$ cat src/pwm_consts.vh
`ifndef PWM_CONSTS_VH
`define PWM_CONSTS_VH

// Reference clock rate in hertz
`define PWM_CLK_HZ      33'd25000000
// Frequency setting limits in hertz
`define PWM_FREQ_MIN    16'd50
`define PWM_FREQ_MAX    16'd50000
// Duty value for full on-time, hundredths of a percent
`define PWM_DUTY_FULL   14'd10000
`define PWM_DUTY_HALF   33'd5000
// Number of channels and divider step count
`define PWM_NUM_CH      4
`define PWM_DIV_STEPS   6'd33
// Width of period and on-time counts in clock cycles
`define PWM_CNT_W       20

`endif

$ cat src/pwm_channel.v
`timescale 1ns/10ps
`include "pwm_consts.vh"

module pwm_channel #(
    parameter CNT_W = `PWM_CNT_W
) (
    input  wire             i_mclk,
    input  wire             i_rst_n,
    input  wire             i_load,
    input  wire [CNT_W-1:0] i_period,
    input  wire [CNT_W-1:0] i_on,
    output wire             o_pwm
);

    reg [CNT_W-1:0] period_r;
    reg [CNT_W-1:0] on_r;
    reg [CNT_W-1:0] new_period_r;
    reg [CNT_W-1:0] new_on_r;
    reg             pending_r;
    reg [CNT_W-1:0] cnt_r;
    reg             pwm_r;
    wire            last_w;
    wire            running_w;

    // =====================================================
    // Period counter
    // =====================================================
    assign running_w = (period_r != {CNT_W{1'b0}});
    assign last_w    = (cnt_r == period_r - {{(CNT_W-1){1'b0}}, 1'b1});
    assign o_pwm     = pwm_r;

    always @(posedge i_mclk or negedge i_rst_n) begin
        if (!i_rst_n) begin
            period_r     <= {CNT_W{1'b0}};
            on_r         <= {CNT_W{1'b0}};
            new_period_r <= {CNT_W{1'b0}};
            new_on_r     <= {CNT_W{1'b0}};
            pending_r    <= 1'b0;
            cnt_r        <= {CNT_W{1'b0}};
            pwm_r        <= 1'b0;
        end else begin
            if (i_load) begin
                new_period_r <= i_period;
                new_on_r     <= i_on;
            end
            // Settings swap only at a period boundary, or at once when idle
            if ((pending_r || i_load) && (!running_w || last_w)) begin
                period_r  <= i_load ? i_period : new_period_r;
                on_r      <= i_load ? i_on : new_on_r;
                pending_r <= 1'b0;
                cnt_r     <= {CNT_W{1'b0}};
            end else begin
                if (i_load) begin
                    pending_r <= 1'b1;
                end
                if (running_w) begin
                    cnt_r <= last_w ? {CNT_W{1'b0}}
                                    : cnt_r + {{(CNT_W-1){1'b0}}, 1'b1};
                end
            end
            // Fully on for the on-interval, fully off for the rest
            pwm_r <= running_w && (cnt_r < on_r);
        end
    end

endmodule

$ cat src/four_channel_pwm_outputs.v
// Notes on behaviour
// - Four independent channels, each with own frequency, duty and output.
// - Outputs five to eight: output five is channel three, eight is channel two.
// - Any frequency from 50 Hz to 50 kHz is accepted; outside values clamp.
// - Each period: fully on for on-interval, then fully off, constant timing.
// - Period is on plus off; duty is on-interval over period.
// - Duty value counts hundredths of a percent; 9500 means 95 percent.
// - Duty step 0.01 percent at 50 Hz, no coarser than 0.2 percent (one cycle of 500 at 50 kHz).
// - Period count is rounded to nearest cycle to keep frequency error small.
`timescale 1ns/10ps
`include "pwm_consts.vh"

module four_channel_pwm_outputs #(
    parameter CNT_W = `PWM_CNT_W
) (
    input  wire        i_mclk,
    input  wire        i_rst_n,
    input  wire        i_cmd_valid,
    input  wire [2:0]  i_cmd_chan,
    input  wire [13:0] i_cmd_duty,
    input  wire [15:0] i_cmd_freq,
    output wire        o_cmd_ready,
    output wire [3:0]  o_dout
);

    localparam [3:0] S_IDLE = 4'h1;
    localparam [3:0] S_PER  = 4'h2;
    localparam [3:0] S_ON   = 4'h4;
    localparam [3:0] S_LOAD = 4'h8;

    reg  [3:0]       state_r;
    reg              ready_r;
    reg  [1:0]       chan_r;
    reg  [13:0]      duty_r;
    reg  [CNT_W-1:0] period_r;
    reg  [32:0]      num_r;
    reg  [19:0]      den_r;
    reg  [33:0]      rem_r;
    reg  [32:0]      quo_r;
    reg  [5:0]       cnt_r;
    reg  [3:0]       load_r;
    wire [33:0]      rem_sh_w;
    wire             fit_w;
    wire [33:0]      rem_nxt;
    wire [32:0]      quo_nxt;
    wire [33:0]      prod_w;
    wire [3:0]       pwm_w;
    wire             chan_ok_w;
    wire [13:0]      duty_clamp_w;
    wire [15:0]      duty_wide_w;
    wire [15:0]      freq_clamp_w;

    // =====================================================
    // Helper functions
    // =====================================================
    // Limit a command field to its legal range
    function [15:0] clamp_range;
        input [15:0] val;
        input [15:0] lo;
        input [15:0] hi;
        begin
            if (val < lo) begin
                clamp_range = lo;
            end else if (val > hi) begin
                clamp_range = hi;
            end else begin
                clamp_range = val;
            end
        end
    endfunction

    // One-hot load strobe for a zero-based channel index
    function [3:0] chan_mask;
        input [1:0] idx;
        begin
            case (idx)
                2'h0: chan_mask = 4'h1;
                2'h1: chan_mask = 4'h2;
                2'h2: chan_mask = 4'h4;
                default: chan_mask = 4'h8;
            endcase
        end
    endfunction

    // =====================================================
    // Command clamping
    // =====================================================
    assign chan_ok_w    = (i_cmd_chan >= 3'h1) && (i_cmd_chan <= 3'h4);
    assign duty_wide_w  = clamp_range({2'b00, i_cmd_duty}, 16'h0000,
                                      {2'b00, `PWM_DUTY_FULL});
    assign duty_clamp_w = duty_wide_w[13:0];
    assign freq_clamp_w = clamp_range(i_cmd_freq, `PWM_FREQ_MIN,
                                      `PWM_FREQ_MAX);

    // =====================================================
    // Shared restoring divider step
    // =====================================================
    assign rem_sh_w = {rem_r[32:0], num_r[32]};
    assign fit_w    = (rem_sh_w >= {14'h0000, den_r});
    assign rem_nxt  = fit_w ? rem_sh_w - {14'h0000, den_r} : rem_sh_w;
    assign quo_nxt  = {quo_r[31:0], fit_w};
    // On-time in hundredths of a percent of a clock cycle
    assign prod_w   = period_r * duty_r;

    // =====================================================
    // Command sequencer
    // =====================================================
    // One command is worked at a time. The period count is found first,
    // then the on-time count from it, so both share one divider and the
    // on-time can never exceed the period. The channel only sees the pair
    // on a one-cycle load strobe, with both values already settled.
    // Commands that arrive while busy are dropped; the caller must wait
    // for ready. At the top frequency the period is only 500 clock cycles,
    // so the duty step there is limited by the reference clock.
    always @(posedge i_mclk or negedge i_rst_n) begin
        if (!i_rst_n) begin
            state_r  <= S_IDLE;
            ready_r  <= 1'b0;
            chan_r   <= 2'h0;
            duty_r   <= 14'h0000;
            period_r <= {CNT_W{1'b0}};
            num_r    <= 33'h000000000;
            den_r    <= 20'h00000;
            rem_r    <= 34'h000000000;
            quo_r    <= 33'h000000000;
            cnt_r    <= 6'h00;
            load_r   <= 4'h0;
        end else begin
            load_r <= 4'h0;
            case (state_r)
                S_IDLE: begin
                    ready_r <= 1'b1;
                    if (ready_r && i_cmd_valid && chan_ok_w) begin
                        chan_r  <= i_cmd_chan[1:0] - 2'h1;
                        duty_r  <= duty_clamp_w;
                        // Rounded clock/frequency keeps frequency error low
                        num_r   <= `PWM_CLK_HZ + {18'h00000, freq_clamp_w[15:1]};
                        den_r   <= {4'h0, freq_clamp_w};
                        rem_r   <= 34'h000000000;
                        quo_r   <= 33'h000000000;
                        cnt_r   <= `PWM_DIV_STEPS;
                        ready_r <= 1'b0;
                        state_r <= S_PER;
                    end
                end
                S_PER, S_ON: begin
                    num_r <= {num_r[31:0], 1'b0};
                    rem_r <= rem_nxt;
                    quo_r <= quo_nxt;
                    cnt_r <= cnt_r - 6'h01;
                    if (cnt_r == 6'h01) begin
                        if (state_r == S_PER) begin
                            period_r <= quo_nxt[CNT_W-1:0];
                            state_r  <= S_LOAD;
                        end else begin
                            state_r  <= S_IDLE;
                            load_r   <= chan_mask(chan_r);
                        end
                    end
                end
                S_LOAD: begin
                    num_r   <= prod_w[32:0] + `PWM_DUTY_HALF;
                    den_r   <= {6'h00, `PWM_DUTY_FULL};
                    rem_r   <= 34'h000000000;
                    quo_r   <= 33'h000000000;
                    cnt_r   <= `PWM_DIV_STEPS;
                    state_r <= S_ON;
                end
                default: begin
                    state_r <= S_IDLE;
                end
            endcase
        end
    end

    assign o_cmd_ready = ready_r;

    // =====================================================
    // Channels
    // =====================================================
    genvar g;
    generate
        for (g = 0; g < `PWM_NUM_CH; g = g + 1) begin : g_ch
            pwm_channel #(
                .CNT_W    (CNT_W)
            ) u_ch (
                .i_mclk   (i_mclk),
                .i_rst_n  (i_rst_n),
                .i_load   (load_r[g]),
                .i_period (period_r),
                .i_on     (quo_r[CNT_W-1:0]),
                .o_pwm    (pwm_w[g])
            );
        end
    endgenerate

    // =====================================================
    // Output pin mapping
    // =====================================================
    // Output five carries channel three and output eight channel two
    assign o_dout[0] = pwm_w[2];
    assign o_dout[1] = pwm_w[3];
    assign o_dout[2] = pwm_w[0];
    assign o_dout[3] = pwm_w[1];

endmodule

$ cat config.mk
export PLATFORM = sky130hd
export DESIGN_NAME = four_channel_pwm_outputs
export DESIGN_NICKNAME = d
export VERILOG_FILES = /design/src/pwm_channel.v /design/src/four_channel_pwm_outputs.v
export VERILOG_INCLUDE_DIRS = /design/src /design/src/src
export SDC_FILE = /design/constraint.sdc
export NUM_CORES = 2
export LEC_CHECK = 0
export ABC_AREA = 1
export BUFFER_PORTS_ARGS = -buffer_cell sky130_fd_sc_hd__buf_2
export CORE_UTILIZATION = 35
export CTS_CLUSTER_DIAMETER = 120
export CTS_CLUSTER_SIZE = 20
export DETAILED_ROUTE_END_ITERATION = 6
export SLEW_MARGIN = 20
export SYNTH_ARGS = -nofsm -noshare
export SYNTH_HDL_FRONTEND = slang
export SYNTH_SLANG_ARGS = --single-unit
export TNS_END_PERCENT = 20
$ cat constraint.sdc
create_clock -name i_mclk -period 8 [get_ports i_mclk]
set_input_delay 1.6 -clock i_mclk [delete_from_list [all_inputs] [get_ports i_mclk]]
set_output_delay 1.6 -clock i_mclk [all_outputs]
set_load 0.01 [all_outputs]
==> run_results.csv <==
group,metric,value,unit
outcome,outcome,"finished, final reports clean",
global_routing,grt_pass1_vias,33570,
clock_network,cts_hold_buf,0,
setup_path,critPathSlowestCell,"dfrtp_1",
final_layout,layout.nets,5908,
timing,slew_headroom,29.54,%
synthesis,synthTopCellsByArea,"dfrtp_1 (34%), nand2_1 (16%), fa_1 (11%), inv_1 (7.7%), ha_1 (6.3%)",
synthesis,avgSynthCellArea,7.419,um^2
routing,drc,0,
timing,drv_slew,0,
floorplanning,io_pins,41,
global_routing,grt_use_met1,28.35,%
clock_network,tritoncts,"built",
power,power_density,192.1,mW/mm^2
floorplanning,die_area,0.1188,mm^2
floorplanning,core_area,0.1164,mm^2
final_layout,fin_area,0.04366,mm^2
power,p_leak,23.95,nW
place,place_ws,1.602,ns
routing,drtPass1Iterations,7,
floorplanning,rows,125,
place,place_congestion,0.9178,
clock_network,cts_root_buf,"clkbuf_16",
synthesis,netlist-cell-type-count,58,
setup_path,r2r-end,"num_r[19]",
setup_path,critPathTopFamily,"adder cells",
timing,finalSetupViolations,0,
clock_network,cts_setup_buffers,0,
setup_path,critPathArrivalTime,6.94,ns
synthesis,synth_seq_cells,561,
clock_network,cts_sinks,561,
routing,drt_iter0_markers,2500,
run,maxCapViolCount,0,
place,place_hpwl,83220,um
timing,fin_skew,0.02610,ns
timing,fmax,0.1545,GHz
floorplanning,die_w,344.7,um
timing,min_period_over_period,80.91,%
setup_path,cp_slowest_stage_delay,0.92,ns
synthesis,synth_seq_area_share,34.17,%
global_routing,grt_antenna_before_repair,4,
setup_path,path_cells,"nand2_1, fa_1, inv_1, fa_1, inv_1, fa_1, inv_1, fa_1, fa_1, inv_1, fa_1, inv_1, ha_1, nand2_1, nand2_1, a31oi_1, nand2_1, nand2_1, nand2_1, o21ai_0, a31oi_1",
worst_hold_path,min_from,"g_ch[0].u_ch.on_r[0]",
clock_network,clk_pin_slew_worst_paths,0.09,ns
timing,min_period,6.473,ns
setup_path,crit_required,8.47,ns
final_layout,drive_gt1_share,4.067,%
final_layout,area_delta_synth_final,6.236,%
final_layout,layout_commonest_cell,"nand2_1",
floorplanning,start_util,35.32,%
setup_path,critical_path_class,"register to register",
synthesis,yosys_warnings,0,
global_routing,met2_usage,31.21,%
global_routing,grt_pass1_wl,185400,um
timing,worst_pin_slew,1.057,ns
routing,viasPerCell,4.942,
global_routing,grt_use_met3,1.885,%
place,io_buffer_count,40,
clock_network,cts_resized,0,
final_layout,instances_no_fill,6983,
clock_network,cts_max_level,2,
clock_network,cts_made_buffers,35,
setup_path,path_max_fanout,19,
setup_path,cp-end-kind,"register",
clock_network,clock_latency,0.61,ns
power,ir_drop,0.1809,mV
synthesis,synth_edf_count,0,
global_routing,top_usage_layer,"met2",
clock_network,clock_path_buffers,3,
place,dp.cells,6933,
synthesis,synth_top_cell_by_area,"dfrtp_1",
setup_path,r2r_cells,21,
synthesis,synth_top_area_share,34.10,%
synthesis,synthFlopType,"dfrtp_1",
worst_hold_path,hold-path-endpoint,"g_ch[0].u_ch.on_r[0]",
setup_path,critPathBufInv,5,
timing,tns,0,ns
setup_path,rr_startpoint,"period_r[5]",
floorplanning,die_h,344.7,um
routing,dr_total_vias,34510,
setup_path,rrSetupSlack,1.53,ns
synthesis,syn-cell-area,0.04109,mm^2
setup_path,start_kind,"register",
synthesis,netlist_instances,5539,
global_routing,grt_max_degree,165,
routing,wl_per_cell,16.25,um
final_layout,mostFrequentLayoutCells,"nand2_1 (1764), inv_1 (839), dfrtp_1 (560), nand3_1 (394), nor2_1 (389)",
timing,grt_setup_unrepaired,"false",
synthesis,synth_nets,6000,
place,place_area,0.04264,mm^2
timing,fin_ws,1.527,ns
synthesis,ys_async_sr_fraction,100.0,%
global_routing,track_usage,19.40,%
timing,hold_viol,0,
routing,antenna_left,0,
global_routing,overflow,0,
worst_hold_path,min_path_cells,2,
routing,drt_wl_total,113400,um
worst_hold_path,hold_path_class,"register to register",
-- cells in the mapped netlist (2+ instances only) --
master	number
o221ai_1	2
clkbuf_1	137
o31ai_1	2
buf_2	40
inv_2	20
nand3b_1	22
nor4_1	7
o211ai_1	7
buf_1	18
nand3_2	3
o21a_1	3
buf_4	21
a22o_1	2
a21oi_1	162
a21boi_0	6
inv_1	839
or2_2	18
a31oi_1	15
nand4_1	86
a221oi_1	3
o22ai_1	36
o2111ai_1	24
nor3_1	59
nand3_1	394
a21o_1	7
xor2_1	93
nand2_1	1764
nor2_2	22
o21ai_1	20
a22oi_1	7
dfrtp_1	560
o21bai_1	8
ha_1	206
clkinv_1	6
nor2_1	390
nor2_4	6
nand2_2	12
fa_1	219
a2bb2oi_1	4
nor3_2	2
a211oi_1	4
o21ai_0	217
or3_1	2
xnor2_1	50
-- kinds of logic (layout without fill, tap and decap cells) --
kind of cell,after synthesis,count (layout),share of synthesized area [%]
DFF,561,561,34.17
other,0,1,0
AOI/OAI and AO/OA,536,536,7.365
xor gates and xnor gates,144,144,3.103
and+or+nand+nor,2792,2792,28.24
buffers and inverters,1081,1000,10.19
adders and majority gates,425,425,16.94
-- area by class of cell --
| class | instances | area (um^2) |
|---|---|---|
| Timing Repair Buffer | 87 | 608.1 |
| Fill cell | 12240 | 72710 |
| Clock inverter | 8 | 82.58 |
| Sequential cell | 561 | 14040 |
| Clock buffer | 40 | 894.6 |
| Multi-Input combinational cell | 3897 | 22870 |
| Tap cell | 1524 | 1907 |
| Inverter | 865 | 3247 |
| Antenna cell | 1 | 2.502 |
-- metrics by stage --
stage	hold slack, ns	util (%)	power (mW)
floorplan	0.4316	-	5.612
global placement	0.4522	36.65	6.527
detailed placement	0.4566	36.65	6.554
CTS	0.4762	37.49	8.461
global route	0.4912	37.52	9.002
finish	0.4724	37.52	8.388
-- where the power goes --
part           switching (mW)  internal, mW  leakage [nW]  total [mW]
Sequential              0.346          3.07          7.67        3.42
Clock                    1.06         0.816         0.477        1.88
Combinational            2.11         0.986          15.8        3.09
Total                    3.51          4.87          24.0        8.39
-- worst min-delay path, cell delays in order (launching register included) --
cell and delay, ns:
dfrtp_1 0.34, nand2_1 0.06, nand2_1 0.05
-- worst max path at each step --
| stage | start | end | slack (ns) | cells past startpoint |
|---|---|---|---|---|
| 6_report | period_r[5] | num_r[19] | 1.53 | 21 |
| 3_3_place_gp | period_r[8] | num_r[19] | 1.55 | 19 |
| 5_1_grt | duty_r[5] | num_r[19] | 1.13 | 24 |
| 3_5_place_dp | period_r[8] | num_r[19] | 1.60 | 19 |
| 4_1_cts | duty_r[4] | num_r[19] | 1.56 | 19 |
| 2_1_floorplan | period_r[4] | num_r[21] | 2.39 | 25 |
-- registers in the layout (all words and copies together) (netlist names) --
name,flops
g_ch.u_ch.o_pwm,4
g_ch.u_ch.new_period_r,80
den_r,16
load_r,4
num_r,33
g_ch.u_ch.period_r,80
period_r,20
duty_r,14
state_r,4
g_ch.u_ch.new_on_r,80
g_ch.u_ch.cnt_r,80
g_ch.u_ch.on_r,80
chan_r,2
g_ch.u_ch.pending_r,4
rem_r,33
cnt_r,6
o_cmd_ready,1
quo_r,20
-- routing by layer --
layer / up-vias / share of wire (%)
li1: 17080 / -
met1: 16600 / 48
met2: 732 / 45
met3: 101 / 4.8
met4: 0 / 1.7
met5: - / 0
(Power assumes the default switching activity.)
